--- src/rtl/flsp_pkg.sv ---
// Summary of operation
// - busy flag is 1 during program, erase or status write, else 0.
// - write enable latch is a status bit; writes, programs, erases refused when 0.
// - five guard bits, set by status write, select region refusing program and erase.
// - guard bits change only while hardware protected mode is not in force.
// - full erase only with low guards 000 and complement 0, or 111 and 1.
// - quad enable 0 makes shared pins protect and hold; 1 makes them data.
// - three one-time lock bits default 0, set singly, cleared only by power cycle.
// - complement bit, default 0, joins guard bits to pick the protected region.
// - suspend sets erase-paused or program-paused flag by the operation suspended.
// - resume and power cycle clear both paused flags.
// - drive field 00 full, 01 three quarters, 10 half, 11 quarter strength.
// - guard mode 00 allows status writes whenever latch is 1, pin ignored.
// - guard mode 01 locks status while protect pin low, unlocked when high.
// - guard mode 10 locks status until power cycle, which returns mode 00.
// - guard mode 11 refuses every status write until power cycle, which returns mode 00.
// - in deep power-down only the release instruction is taken.
// - write enable sets latch; disable, status write, program, erase, reset clear it.
// - quad instructions taken only with quad enable set; host sets it first.
// - status write, write enable, disable need chip select rising on byte boundary.
package flsp_pkg;

  // status word bit positions
  localparam int unsigned BIT_WIP = 0;
  localparam int unsigned BIT_WEL = 1;
  localparam int unsigned BIT_SUS_PRG = 10;
  localparam int unsigned BIT_SUS_ERS = 15;

  // writable fields: guards, modes, quad, complement, drive; locks are or-only
  localparam logic [23:0] WR_MASK  = 24'h6043fc;
  localparam logic [23:0] OTP_MASK = 24'h003800;
  localparam logic [23:0] NV_RESET = 24'h000000;

  // instruction codes
  localparam logic [7:0] OP_WREN  = 8'h06;
  localparam logic [7:0] OP_WRDI  = 8'h04;
  localparam logic [7:0] OP_RDS0  = 8'h05;
  localparam logic [7:0] OP_RDS1  = 8'h35;
  localparam logic [7:0] OP_RDS2  = 8'h15;
  localparam logic [7:0] OP_WRSR  = 8'h01;
  localparam logic [7:0] OP_PP    = 8'h02;
  localparam logic [7:0] OP_QPP   = 8'h32;
  localparam logic [7:0] OP_QOR   = 8'h6b;
  localparam logic [7:0] OP_QIOR  = 8'heb;
  localparam logic [7:0] OP_QWR   = 8'he7;
  localparam logic [7:0] OP_QID   = 8'h94;
  localparam logic [7:0] OP_SE    = 8'h20;
  localparam logic [7:0] OP_BE32  = 8'h52;
  localparam logic [7:0] OP_BE64  = 8'hd8;
  localparam logic [7:0] OP_CE0   = 8'hc7;
  localparam logic [7:0] OP_CE1   = 8'h60;
  localparam logic [7:0] OP_SUSP  = 8'h75;
  localparam logic [7:0] OP_RESM  = 8'h7a;
  localparam logic [7:0] OP_DPD   = 8'hb9;
  localparam logic [7:0] OP_RDPD  = 8'hab;
  localparam logic [7:0] OP_RSTEN = 8'h66;
  localparam logic [7:0] OP_RST   = 8'h99;

  // guard modes
  localparam logic [1:0] GM_SOFT = 2'h0;
  localparam logic [1:0] GM_HARD = 2'h1;
  localparam logic [1:0] GM_LOCK = 2'h2;

  // status write busy time
  localparam int unsigned CLK_PERIOD_NS = 100;
  localparam int unsigned SRW_TIME_NS   = 10000;
  localparam int unsigned SRW_CYCLES    = (SRW_TIME_NS + CLK_PERIOD_NS - 1) / CLK_PERIOD_NS;
  localparam int unsigned SRW_CNT_W     = 16;
  localparam int unsigned ADDR_BYTES    = 3;

  typedef enum logic [1:0] {
    ST_IDLE = 2'b00,
    ST_CMD  = 2'b01,
    ST_DATA = 2'b11,
    ST_IGN  = 2'b10
  } flsp_state_t;

  typedef struct packed {
    logic       rsv_23;
    logic [1:0] drive_strength;
    logic [4:0] rsv_20_16;
    logic       erase_paused_flag;
    logic       region_complement;
    logic [2:0] secure_lock;
    logic       program_paused_flag;
    logic       quad_enable;
    logic       guard_mode_hi;
    logic       guard_mode_lo;
    logic [4:0] region_guard;
    logic       write_enable_latch;
    logic       write_in_progress;
  } flsp_status_t;

endpackage

--- src/rtl/flsp_sync.sv ---
`timescale 1ns/1ps
module flsp_sync import flsp_pkg::*; #(
  parameter int unsigned W = 1
) (
  // clock and reset
  input  wire logic         core_clk_i,
  input  wire logic         rst_n_i,
  // raw and synchronised levels
  input  wire logic [W-1:0] async_i,
  output logic      [W-1:0] sync_o
);
  logic [W-1:0] meta_ff;
  logic [W-1:0] sync_ff;

  // two stages; only the second stage is read outside
  always_ff @(posedge core_clk_i) begin
    if (!rst_n_i) begin
      meta_ff <= '1;
      sync_ff <= '1;
    end else begin
      meta_ff <= async_i;
      sync_ff <= meta_ff;
    end
  end

  assign sync_o = sync_ff;
endmodule

--- src/rtl/flsp_link.sv ---
`timescale 1ns/1ps
module flsp_link import flsp_pkg::*; (
  // clock and reset
  input  wire logic       core_clk_i,
  input  wire logic       rst_n_i,
  // synchronised pins
  input  wire logic       sclk_i,
  input  wire logic       cs_n_i,
  input  wire logic       si_i,
  input  wire logic       hold_i,
  // transmit side
  input  wire logic [7:0] tx_byte_i,
  input  wire logic       tx_en_i,
  // receive side
  output logic      [7:0] rx_byte_o,
  output logic            byte_o,
  output logic            cs_fall_o,
  output logic            cs_rise_o,
  output logic            boundary_o,
  // serial out
  output logic            so_o,
  output logic            so_oe_n_o
);
  logic       sclk_d_ff;
  logic       cs_d_ff;
  logic [2:0] bit_ff;
  logic [6:0] rx_sh_ff;
  logic [7:0] rx_byte_ff;
  logic       byte_ff;
  logic [7:0] tx_sh_ff;
  logic       so_ff;

  // edges count only while selected and not held
  wire active_w = !cs_n_i && !hold_i;
  wire rise_w   = sclk_i && !sclk_d_ff && active_w;
  wire fall_w   = !sclk_i && sclk_d_ff && active_w;
  wire last_w   = (bit_ff == 3'h7);

  assign cs_fall_o  = !cs_n_i && cs_d_ff;
  assign cs_rise_o  = cs_n_i && !cs_d_ff;
  assign boundary_o = (bit_ff == 3'h0);

  // sample on rising edge, msb first
  always_ff @(posedge core_clk_i) begin
    if (!rst_n_i) begin
      sclk_d_ff  <= 1'b0;
      cs_d_ff    <= 1'b1;
      bit_ff     <= 3'h0;
      rx_sh_ff   <= 7'h00;
      rx_byte_ff <= 8'h00;
      byte_ff    <= 1'b0;
    end else begin
      sclk_d_ff <= sclk_i;
      cs_d_ff   <= cs_n_i;
      byte_ff   <= rise_w && last_w;
      if (cs_n_i) begin
        bit_ff <= 3'h0;
      end else if (rise_w) begin
        bit_ff   <= bit_ff + 3'h1;
        rx_sh_ff <= {rx_sh_ff[5:0], si_i};
        if (last_w) begin
          rx_byte_ff <= {rx_sh_ff, si_i};
        end
      end
    end
  end

  // shift out on falling edge; a new byte loads at each byte start
  always_ff @(posedge core_clk_i) begin
    if (!rst_n_i) begin
      tx_sh_ff <= 8'h00;
      so_ff    <= 1'b0;
    end else if (fall_w && boundary_o) begin
      so_ff    <= tx_byte_i[7];
      tx_sh_ff <= {tx_byte_i[6:0], 1'b0};
    end else if (fall_w) begin
      so_ff    <= tx_sh_ff[7];
      tx_sh_ff <= {tx_sh_ff[6:0], 1'b0};
    end
  end

  assign rx_byte_o = rx_byte_ff;
  assign byte_o    = byte_ff;
  assign so_o      = so_ff;
  assign so_oe_n_o = !(tx_en_i && active_w);
endmodule

--- src/rtl/flsp_status_reg.sv ---
`timescale 1ns/1ps
module flsp_status_reg import flsp_pkg::*; (
  // clock and reset
  input  wire logic         core_clk_i,
  input  wire logic         rst_n_i,
  // serial pins
  input  wire logic         sclk_i,
  input  wire logic         cs_n_i,
  input  wire logic         si_i,
  input  wire logic         wp_n_i,
  input  wire logic         hold_n_i,
  output logic              so_o,
  output logic              so_oe_n_o,
  // engine side
  input  wire logic         engine_busy_i,
  input  wire logic         engine_is_erase_i,
  input  wire logic         region_hit_i,
  output logic              program_start_o,
  output logic              erase_start_o,
  output logic              chip_erase_start_o,
  output logic              suspend_o,
  output logic              resume_o,
  output logic       [7:0]  cmd_op_o,
  output logic       [23:0] addr_o,
  // configuration outputs
  output flsp_status_t      status_o,
  output logic       [4:0]  region_guard_o,
  output logic              region_complement_o,
  output logic              quad_enable_o,
  output logic       [1:0]  drive_strength_o,
  output logic       [2:0]  secure_lock_o,
  output logic              deep_power_down_o
);
  flsp_state_t          st_ff;
  logic [7:0]           op_ff;
  logic [2:0]           bcnt_ff;
  logic [23:0]          addr_ff;
  logic [23:0]          wdata_ff;
  logic [1:0]           wcnt_ff;
  logic [23:0]          nv_ff;
  logic                 wel_ff;
  logic                 sus_ers_ff;
  logic                 sus_prg_ff;
  logic                 dpd_ff;
  logic                 rsten_ff;
  logic [SRW_CNT_W-1:0] srw_ff;
  logic                 prg_ff;
  logic                 ers_ff;
  logic                 chp_ff;
  logic                 susp_ff;
  logic                 resm_ff;
  flsp_status_t         status_control_word;

  // byte mask for the status bytes actually received
  function automatic logic [23:0] rx_mask(input logic [1:0] n);
    case (n)
      2'h1:    rx_mask = 24'h0000ff;
      2'h2:    rx_mask = 24'h00ffff;
      2'h3:    rx_mask = 24'hffffff;
      default: rx_mask = 24'h000000;
    endcase
  endfunction

  // pin synchronisers
  logic [4:0] pins_s;
  flsp_sync #(.W(5)) u_sync (
    .core_clk_i (core_clk_i),
    .rst_n_i    (rst_n_i),
    .async_i    ({sclk_i, cs_n_i, si_i, wp_n_i, hold_n_i}),
    .sync_o     (pins_s)
  );

  // shared pins act as protect and hold only without quad mode
  wire qe_w     = nv_ff[9];
  wire wp_eff_w = qe_w ? 1'b1 : pins_s[1];
  wire hold_w   = !qe_w && !pins_s[0];

  wire [7:0] rx_w;
  wire       byte_w;
  wire       cs_fall_w;
  wire       cs_rise_w;
  wire       bnd_w;
  wire [7:0] tx_w;
  wire       tx_en_w;

  flsp_link u_link (
    .core_clk_i (core_clk_i),
    .rst_n_i    (rst_n_i),
    .sclk_i     (pins_s[4]),
    .cs_n_i     (pins_s[3]),
    .si_i       (pins_s[2]),
    .hold_i     (hold_w),
    .tx_byte_i  (tx_w),
    .tx_en_i    (tx_en_w),
    .rx_byte_o  (rx_w),
    .byte_o     (byte_w),
    .cs_fall_o  (cs_fall_w),
    .cs_rise_o  (cs_rise_w),
    .boundary_o (bnd_w),
    .so_o       (so_o),
    .so_oe_n_o  (so_oe_n_o)
  );

  // busy covers engine work and the status write timer
  wire wip_w = engine_busy_i || (srw_ff != '0);

  // status word; reserved bits tied to zero
  always_comb begin
    status_control_word                     = '0;
    status_control_word.drive_strength      = nv_ff[22:21];
    status_control_word.erase_paused_flag   = sus_ers_ff;
    status_control_word.region_complement   = nv_ff[14];
    status_control_word.secure_lock         = nv_ff[13:11];
    status_control_word.program_paused_flag = sus_prg_ff;
    status_control_word.quad_enable         = nv_ff[9];
    status_control_word.guard_mode_hi       = nv_ff[8];
    status_control_word.guard_mode_lo       = nv_ff[7];
    status_control_word.region_guard        = nv_ff[6:2];
    status_control_word.write_enable_latch  = wel_ff;
    status_control_word.write_in_progress   = wip_w;
  end

  // read selection
  wire rd0_w = (op_ff == OP_RDS0);
  wire rd1_w = (op_ff == OP_RDS1);
  wire rd2_w = (op_ff == OP_RDS2);
  assign tx_en_w = (st_ff == ST_DATA) && (rd0_w || rd1_w || rd2_w);
  assign tx_w    = rd2_w ? status_control_word[23:16] :
                   rd1_w ? status_control_word[15:8] : status_control_word[7:0];

  // opcode screening: quad ops need quad enable, deep power-down takes only release
  wire quad_op_w = (rx_w == OP_QPP) || (rx_w == OP_QOR) || (rx_w == OP_QIOR) ||
                   (rx_w == OP_QWR) || (rx_w == OP_QID);
  wire accept_w  = dpd_ff ? (rx_w == OP_RDPD) : !(quad_op_w && !qe_w);

  // execution happens only when chip select rises on a byte boundary
  wire ex_w = cs_rise_w && bnd_w && (st_ff == ST_DATA);
  wire [1:0] gm_w = nv_ff[8:7];
  wire sr_open_w = (gm_w == GM_SOFT) ||
                   ((gm_w == GM_HARD) && wp_eff_w);
  wire chip_ok_w = ((nv_ff[4:2] == 3'h0) && !nv_ff[14]) ||
                   ((nv_ff[4:2] == 3'h7) && nv_ff[14]);
  wire idle_w    = ex_w && !wip_w;
  wire wren_w    = idle_w && (op_ff == OP_WREN);
  wire wrdi_w    = idle_w && (op_ff == OP_WRDI);
  wire wrsr_w    = idle_w && wel_ff && (op_ff == OP_WRSR) && (wcnt_ff != 2'h0);
  wire srw_go_w  = wrsr_w && sr_open_w;
  wire addr_ok_w = (bcnt_ff >= 3'(ADDR_BYTES));
  wire pgm_w     = idle_w && wel_ff && addr_ok_w && !region_hit_i &&
                   ((op_ff == OP_PP) || ((op_ff == OP_QPP) && qe_w));
  wire ers_w     = idle_w && wel_ff && (bcnt_ff == 3'(ADDR_BYTES)) && !region_hit_i &&
                   ((op_ff == OP_SE) || (op_ff == OP_BE32) || (op_ff == OP_BE64));
  wire chp_w     = idle_w && wel_ff && chip_ok_w &&
                   ((op_ff == OP_CE0) || (op_ff == OP_CE1));
  wire susp_w    = ex_w && (op_ff == OP_SUSP) && engine_busy_i;
  wire resm_w    = ex_w && (op_ff == OP_RESM) && (sus_ers_ff || sus_prg_ff);
  wire srst_w    = idle_w && (op_ff == OP_RST) && rsten_ff;
  wire [23:0] m_w = rx_mask(wcnt_ff);

  // frame state, opcode and payload capture
  always_ff @(posedge core_clk_i) begin
    if (!rst_n_i) begin
      st_ff    <= ST_IDLE;
      op_ff    <= 8'h00;
      bcnt_ff  <= 3'h0;
      addr_ff  <= 24'h000000;
      wdata_ff <= 24'h000000;
      wcnt_ff  <= 2'h0;
    end else if (cs_rise_w) begin
      st_ff <= ST_IDLE;
    end else if (cs_fall_w) begin
      st_ff    <= ST_CMD;
      bcnt_ff  <= 3'h0;
      wdata_ff <= 24'h000000;
      wcnt_ff  <= 2'h0;
    end else if (byte_w && (st_ff == ST_CMD)) begin
      op_ff <= rx_w;
      st_ff <= accept_w ? ST_DATA : ST_IGN;
    end else if (byte_w && (st_ff == ST_DATA)) begin
      if (bcnt_ff != 3'h7) begin
        bcnt_ff <= bcnt_ff + 3'h1;
      end
      if (bcnt_ff < 3'(ADDR_BYTES)) begin
        addr_ff <= {addr_ff[15:0], rx_w};
      end
      if (wcnt_ff != 2'h3) begin
        wdata_ff <= wdata_ff | ({16'h0000, rx_w} << {wcnt_ff, 3'b000});
        wcnt_ff  <= wcnt_ff + 2'h1;
      end
    end
  end

  // non-volatile fields; power-on returns guard mode to 00
  always_ff @(posedge core_clk_i) begin
    if (!rst_n_i) begin
      nv_ff <= NV_RESET;
    end else if (srw_go_w) begin
      nv_ff <= (nv_ff & ~(WR_MASK & m_w)) | (wdata_ff & WR_MASK & m_w) |
               (wdata_ff & OTP_MASK & m_w);
    end
  end

  // latch, pause flags, power-down and reset arming
  always_ff @(posedge core_clk_i) begin
    if (!rst_n_i) begin
      wel_ff     <= 1'b0;
      sus_ers_ff <= 1'b0;
      sus_prg_ff <= 1'b0;
      dpd_ff     <= 1'b0;
      rsten_ff   <= 1'b0;
    end else begin
      if (wren_w) begin
        wel_ff <= 1'b1;
      end else if (wrdi_w || wrsr_w || pgm_w || ers_w || chp_w || srst_w) begin
        wel_ff <= 1'b0;
      end
      if (susp_w) begin
        sus_ers_ff <= sus_ers_ff || engine_is_erase_i;
        sus_prg_ff <= sus_prg_ff || !engine_is_erase_i;
      end else if (resm_w) begin
        sus_ers_ff <= 1'b0;
        sus_prg_ff <= 1'b0;
      end
      if (idle_w && (op_ff == OP_DPD)) begin
        dpd_ff <= 1'b1;
      end else if (ex_w && (op_ff == OP_RDPD)) begin
        dpd_ff <= 1'b0;
      end
      if (ex_w) begin
        rsten_ff <= (op_ff == OP_RSTEN);
      end
    end
  end

  // status write busy timer and engine strobes
  always_ff @(posedge core_clk_i) begin
    if (!rst_n_i) begin
      srw_ff  <= '0;
      prg_ff  <= 1'b0;
      ers_ff  <= 1'b0;
      chp_ff  <= 1'b0;
      susp_ff <= 1'b0;
      resm_ff <= 1'b0;
    end else begin
      if (srw_go_w) begin
        srw_ff <= SRW_CNT_W'(SRW_CYCLES);
      end else if (srw_ff != '0) begin
        srw_ff <= srw_ff - 1'b1;
      end
      prg_ff  <= pgm_w;
      ers_ff  <= ers_w;
      chp_ff  <= chp_w;
      susp_ff <= susp_w;
      resm_ff <= resm_w;
    end
  end

  assign status_o            = status_control_word;
  assign region_guard_o      = nv_ff[6:2];
  assign region_complement_o = nv_ff[14];
  assign quad_enable_o       = qe_w;
  assign drive_strength_o    = nv_ff[22:21];
  assign secure_lock_o       = nv_ff[13:11];
  assign deep_power_down_o   = dpd_ff;
  assign program_start_o     = prg_ff;
  assign erase_start_o       = ers_ff;
  assign chip_erase_start_o  = chp_ff;
  assign suspend_o           = susp_ff;
  assign resume_o            = resm_ff;
  assign cmd_op_o            = op_ff;
  assign addr_o              = addr_ff;

  a_srw_busy: assert property (@(posedge core_clk_i) disable iff (!rst_n_i)
    srw_go_w |=> status_control_word.write_in_progress [*8])
    else $error("busy flag dropped during status write");
  a_wel_gate: assert property (@(posedge core_clk_i) disable iff (!rst_n_i)
    (program_start_o || erase_start_o || chip_erase_start_o) |-> $past(wel_ff))
    else $error("engine started without write enable");
  a_region_block: assert property (@(posedge core_clk_i) disable iff (!rst_n_i)
    (program_start_o || erase_start_o) |-> !$past(region_hit_i))
    else $error("program or erase inside guarded region");
  a_guard_hold: assert property (@(posedge core_clk_i) disable iff (!rst_n_i)
    !sr_open_w |=> $stable(nv_ff))
    else $error("status changed while protected");
  a_chip_gate: assert property (@(posedge core_clk_i) disable iff (!rst_n_i)
    chip_erase_start_o |-> $past(chip_ok_w))
    else $error("chip erase with guard bits set");
  a_otp_sticky: assert property (@(posedge core_clk_i) disable iff (!rst_n_i)
    ##1 (($past(nv_ff[13:11]) & ~nv_ff[13:11]) == 3'h0))
    else $error("lock bit cleared");
  a_pause_set: assert property (@(posedge core_clk_i) disable iff (!rst_n_i)
    (susp_w && engine_is_erase_i) |=> sus_ers_ff && suspend_o)
    else $error("erase suspend flag not set");
  a_pause_clr: assert property (@(posedge core_clk_i) disable iff (!rst_n_i)
    (resm_w && !susp_w) |=> !sus_ers_ff && !sus_prg_ff && resume_o)
    else $error("paused flags not cleared on resume");
  a_dpd_only: assert property (@(posedge core_clk_i) disable iff (!rst_n_i)
    (dpd_ff && ex_w) |-> (op_ff == OP_RDPD))
    else $error("instruction taken in deep power-down");
  a_wel_bound: assert property (@(posedge core_clk_i) disable iff (!rst_n_i)
    $rose(wel_ff) |-> $past(cs_rise_w && bnd_w))
    else $error("latch set off byte boundary");
  a_wrdi_clr: assert property (@(posedge core_clk_i) disable iff (!rst_n_i)
    wrdi_w |=> !wel_ff)
    else $error("write disable left latch set");
endmodule

--- config.mk ---
export PLATFORM = sky130hd
export DESIGN_NAME = flsp_status_reg
export DESIGN_NICKNAME = d
export VERILOG_FILES = /design/src/rtl/flsp_pkg.sv /design/src/rtl/flsp_sync.sv /design/src/rtl/flsp_link.sv /design/src/rtl/flsp_status_reg.sv
export SDC_FILE = /design/constraint.sdc
export NUM_CORES = 1
export LEC_CHECK = 0
export ABC_AREA = 1
export BUFFER_PORTS_ARGS = -buffer_cell sky130_fd_sc_hd__buf_2
export CORE_ASPECT_RATIO = 0.6
export CORE_MARGIN = 8
export CORE_UTILIZATION = 57
export CTS_CLUSTER_SIZE = 10
export DETAILED_ROUTE_END_ITERATION = 6
export PLACE_DENSITY = 0.91
export SLEW_MARGIN = 10
export SYNTH_ARGS = -nofsm -noshare
export SYNTH_HDL_FRONTEND = slang
export SYNTH_SLANG_ARGS = --single-unit
export TNS_END_PERCENT = 1
--- constraint.sdc ---
create_clock -name core_clk_i -period 2.47 [get_ports core_clk_i]
set_input_delay 0.1235 -clock core_clk_i [delete_from_list [all_inputs] [get_ports core_clk_i]]
set_output_delay 0.1235 -clock core_clk_i [all_outputs]
set_load 0.005 [all_outputs]
==> metrics.log <==
[metrics] Peak Freq: 432 MHz
[metrics] endpoint required time on the critical path: 2.83 ns
[metrics] number of nets still failing antenna checks after routing: 0
[metrics] global-route total usage across every layer: 23.4%
[metrics] count of cell types in the netlist: 35
[metrics] combinational family with the most area after synthesis: simple AND/OR/NAND/NOR gates
[metrics] pwr/cell area: 891 nW/um^2
[metrics] clock latency at the later pin of the worst-skew pair: 0.42 ns
[metrics] launch point of the worst hold path: engine_busy_i
[metrics] largest net degree at the start of global routing: 41
[metrics] CP startpoint kind: flip-flop
[metrics] mean instance size in the synthesized netlist: 7.40 sq um
[metrics] CP dominant cell by count: sky130_fd_sc_hd__nand2_1
[metrics] Hold Path End: suspend_o$_SDFF_PN0_
[metrics] switching pwr: 1.78 mW
[metrics] clock period minus worst slack: 2.32 ns
[metrics] CTS Buf Count: 17
[metrics] mux cell area share after synthesis: 0%
[metrics] number of iterations in the first detailed-routing pass: 6
[metrics] leading area contributor after synthesis: sky130_fd_sc_hd__dfxtp_1
[metrics] Filler cells: 752
[metrics] number of H-tree levels: 4
[metrics] transition time at the pin with the least slew margin: 0.707 ns
[metrics] internal power component: 4.44 mW
[metrics] flip-flop cell with the highest count after synthesis: sky130_fd_sc_hd__dfxtp_1
[metrics] met2 Track Usage GR: 33.5%
[metrics] top post-synthesis cells by count: sky130_fd_sc_hd__nor2_1 (138), sky130_fd_sc_hd__dfxtp_1 (132), sky130_fd_sc_hd__nand2_1 (115), sky130_fd_sc_hd__inv_1 (85), sky130_fd_sc_hd__a21oi_1 (72)
[metrics] Global Route met3 Usage: 8.12%
[metrics] sequential share of power: 38.5%
[metrics] MaxCap Viol Count: 0
[metrics] Net Sw Frac: 28.6%
[metrics] total DRC errors in the routed layout: 0
[metrics] Clock power frac: 44.1%
[metrics] first-pass GRT wire length: 26200 um
[metrics] Reg2Reg Setup Slack: 0.15 ns
[metrics] Worst R2R End: u_link.rx_byte_o[1]$_SDFFE_PN0P_
[metrics] sequential share of the synthesized area: 44.9%
[metrics] overall die width: 147 um
[metrics] CORE AREA: 9950 sq um
[metrics] combinational fraction of design power: 17.4%
[metrics] overall power of the completed layout: 6.22 mW
[metrics] die area: 13900 sq um
[metrics] area share of the largest cell type after synthesis: 44.9%
[metrics] number of flops mapped to enable cells by yosys: 0
[metrics] xor and xnor fraction of the mapped netlist area: 1.49%
[metrics] buffer and inverter count on the worst path: 1
[metrics] Synth Warn #: 0
[metrics] share of flip-flops with an asynchronous set or reset after synthesis: 0%
[metrics] worst hold path class: in -> reg
[metrics] HPWL after detailed placement: 11100 um
[metrics] Worst IR Drop VDD: 0.000805 V
[metrics] Resized cells post-CTS: 0
[metrics] WHS: 0.0758 ns
[metrics] num ports: 86
[metrics] most utilized layer in the global route result: met2
[metrics] adder-cell area share of the yosys netlist: 2.97%
[metrics] final cycle utilization of the critical path: 93.7%
[metrics] worst setup timing slack at the placement stage: 0.291 ns
[metrics] Synth Area in Compound Gates: 13.5%
[metrics] setup clock skew after layout: 0.00897 ns
[metrics] height of the die: 94.7 um
[metrics] number of instances in the synthesized netlist: 796
[metrics] Worst-path clk slew: 0.06 ns
[metrics] kind of cell adding the most delay to the critical path: simple AND/OR/NAND/NOR gates
[metrics] Max Transition Viols Final: 0
[metrics] TritonCTS sink count: 132
[metrics] TritonCTS clock tree: yes
[metrics] largest fanout of any net on the critical path: 14
[metrics] depth of the most critical reg-to-reg path: 8
[metrics] remaining max-slew budget at the tightest pin: 52.5%
[metrics] critical path's largest stage delay: 0.44 ns
[metrics] most area-consuming cells after synthesis: sky130_fd_sc_hd__dfxtp_1 (45%), sky130_fd_sc_hd__nor2_1 (8.8%), sky130_fd_sc_hd__nand2_1 (7.3%)
[metrics] number of buffer cells added on primary ports: 79
[metrics] slowest CP cell: sky130_fd_sc_hd__dfxtp_1
[metrics] Final #Nets: 894
[metrics] total detailed-routing wirelength: 16100 um
[metrics] GR Layer Usage met1: 32.0%
[metrics] type of the worst setup path: reg -> reg
[metrics] fraction of layout cells with a size suffix above 1: 18.1%
[metrics] leakage power: 3.20 nW
[metrics] number of DRC violations after detailed-routing iteration 0: 679
[metrics] area added between synthesis and finish: 18.7%
[metrics] ANT cells: 0
[metrics] WP depth: 8
[metrics] routed len/inst: 15.8 um
[metrics] buffer levels on the longest clock path: 2
[metrics] antenna violations before repair: 0
[metrics] detailed-route via count: 5564
[metrics] number of synthesized register bits: 132
[metrics] CTS Root Buffer Type: sky130_fd_sc_hd__clkbuf_16
[metrics] vias per inst: 5.47
[metrics] Row Count: 28
[metrics] Cell Chain, Critical Path: nor2_1 > nor2_1 > nand2_1 > inv_1 > nand2_1 > nor2_1 > nand2_1 > nand2_1
[metrics] leading cell type by number of instances after synthesis: sky130_fd_sc_hd__nor2_1
[metrics] weighted congestion reported at the end of routability-driven placement: 0.926
[metrics] starting density of the core: 59.2%
[metrics] number of global-route vias before repair: 5121
[metrics] GRT overflow: 0
[metrics] Finish-stage setup viols: 0
[metrics] area of the mapped netlist: 5890 sq um
[metrics] simple-gate share of the synthesized area: 27.0%
[metrics] crit path capture type: flip-flop
[metrics] setup repair after global routing missed its margin: false
[metrics] TNS Setup: 0 ns
[metrics] final setup margin: 0.155 ns
[metrics] cell depth of the worst min-delay path: 3
[metrics] hold violation count in the final report: 0
[metrics] data arrival time of the worst path: 2.67 ns
[metrics] run status: finished, final reports clean
## what timing repair did
item / CTS / global route
endpoints found under the hold margin: 8 / 0
hold buffers: 7 / 0
setup buffers: 0 / 0
## per-layer routing
| layer | part of all wire [%] | wire, um |
|---|---|---|
| met5 | 0 | 0 |
| met4 | 1.7 | 273 |
| met3 | 13 | 2100 |
| met2 | 41 | 6660 |
| met1 | 44 | 7090 |
## placed cells by master (no fill, tap or decap), drive strengths merged
cell         Yosys  final
dfxtp          132    132
nor3            11     11
xor2             7      7
dlygate4sd3      0      7
clkinvlp         0      4
a211oi           4      4
nand2          121    121
nor4             3      3
o211ai           3      3
o22ai            1      1
inv             87     87
ha              14     14
nor2           153    153
xnor2            3      3
a21oi           74     74
clkinv           0      4
o211a            1      1
conb             1      6
nand4           20     20
nand3b           1      1
or2             13     13
a31oi            3      3
bufinv           0      5
clkbuf          18     19
o21ai           64     64
nand3           33     33
buf             28     89
a221oi           1      1
## state kept, by name, summed over array words and instances, names as in the netlist, 2 cells and up, named ones only
register          flops
st_ff                 2
u_link.tx_sh_ff       7
bcnt_ff               3
cmd_op_o              8
u_sync.meta_ff        5
u_sync.sync_o         5
wcnt_ff               2
wdata_ff             14
addr_o               24
u_link.bit_ff         3
u_link.rx_byte_o      8
srw_ff               16
u_link.rx_sh_ff       7
nv_ff                 3
## power by group through the flow
stage / clock, mW / combinational, mW / sequential (mW)
6_report: 2.74 / 1.09 / 2.40
5_1_grt: 2.86 / 1.22 / 2.41
4_1_cts: 2.74 / 1.06 / 2.39
3_5_place_dp: 0 / 1.02 / 2.43
3_3_place_gp: 0 / 1.00 / 2.43
2_1_floorplan: 0 / 0.847 / 2.40
## layout make-up
type | count | area, sq um | area share (%)
tap | 135 | 169 | 2.42
sequential | 132 | 2640 | 37.8
inverter | 87 | 327 | 4.67
clock buffer | 19 | 433 | 6.20
multi-input combinational | 536 | 2670 | 38.2
clock inverter | 13 | 208 | 2.97
timing repair buffer | 96 | 541 | 7.74
## cell families after synthesis
| kind of cell | count (synthesis) |
|---|---|
| and+or+nand+nor | 355 |
| AOI/OAI and AO/OA | 151 |
| buffers and inverters | 133 |
| DFF | 132 |
| adders and majority gates | 14 |
| xor gates and xnor gates | 10 |
| other | 1 |
## worst max path at each step
stage	to	slack (ns)
3_3_place_gp	u_link.rx_byte_o[0]$_SDFFE_PN0P_	0.38
6_report	u_link.rx_byte_o[1]$_SDFFE_PN0P_	0.15
4_1_cts	u_link.rx_byte_o[1]$_SDFFE_PN0P_	0.24
2_1_floorplan	srw_ff[14]$_SDFFE_PP0P_	0.73
3_5_place_dp	u_link.rx_byte_o[2]$_SDFFE_PN0P_	0.29
5_1_grt	u_link.rx_byte_o[2]$_SDFFE_PN0P_	0.01
## through the flow
step,util [%],std cells,instance area (sq um)
after global placement,63.1,979,6280
after global routing,70.2,1018,6990
after floorplan,-,801,5910
final,70.2,1018,6990
after CTS,70.2,1018,6990
after detailed placement,63.1,979,6280
## worst min-delay path: stages
cell and delay (ns):
sky130_fd_sc_hd__buf_2 0.13, sky130_fd_sc_hd__nand4_1 0.14, sky130_fd_sc_hd__nor2_1 0.05
(Power assumes the default switching activity.)
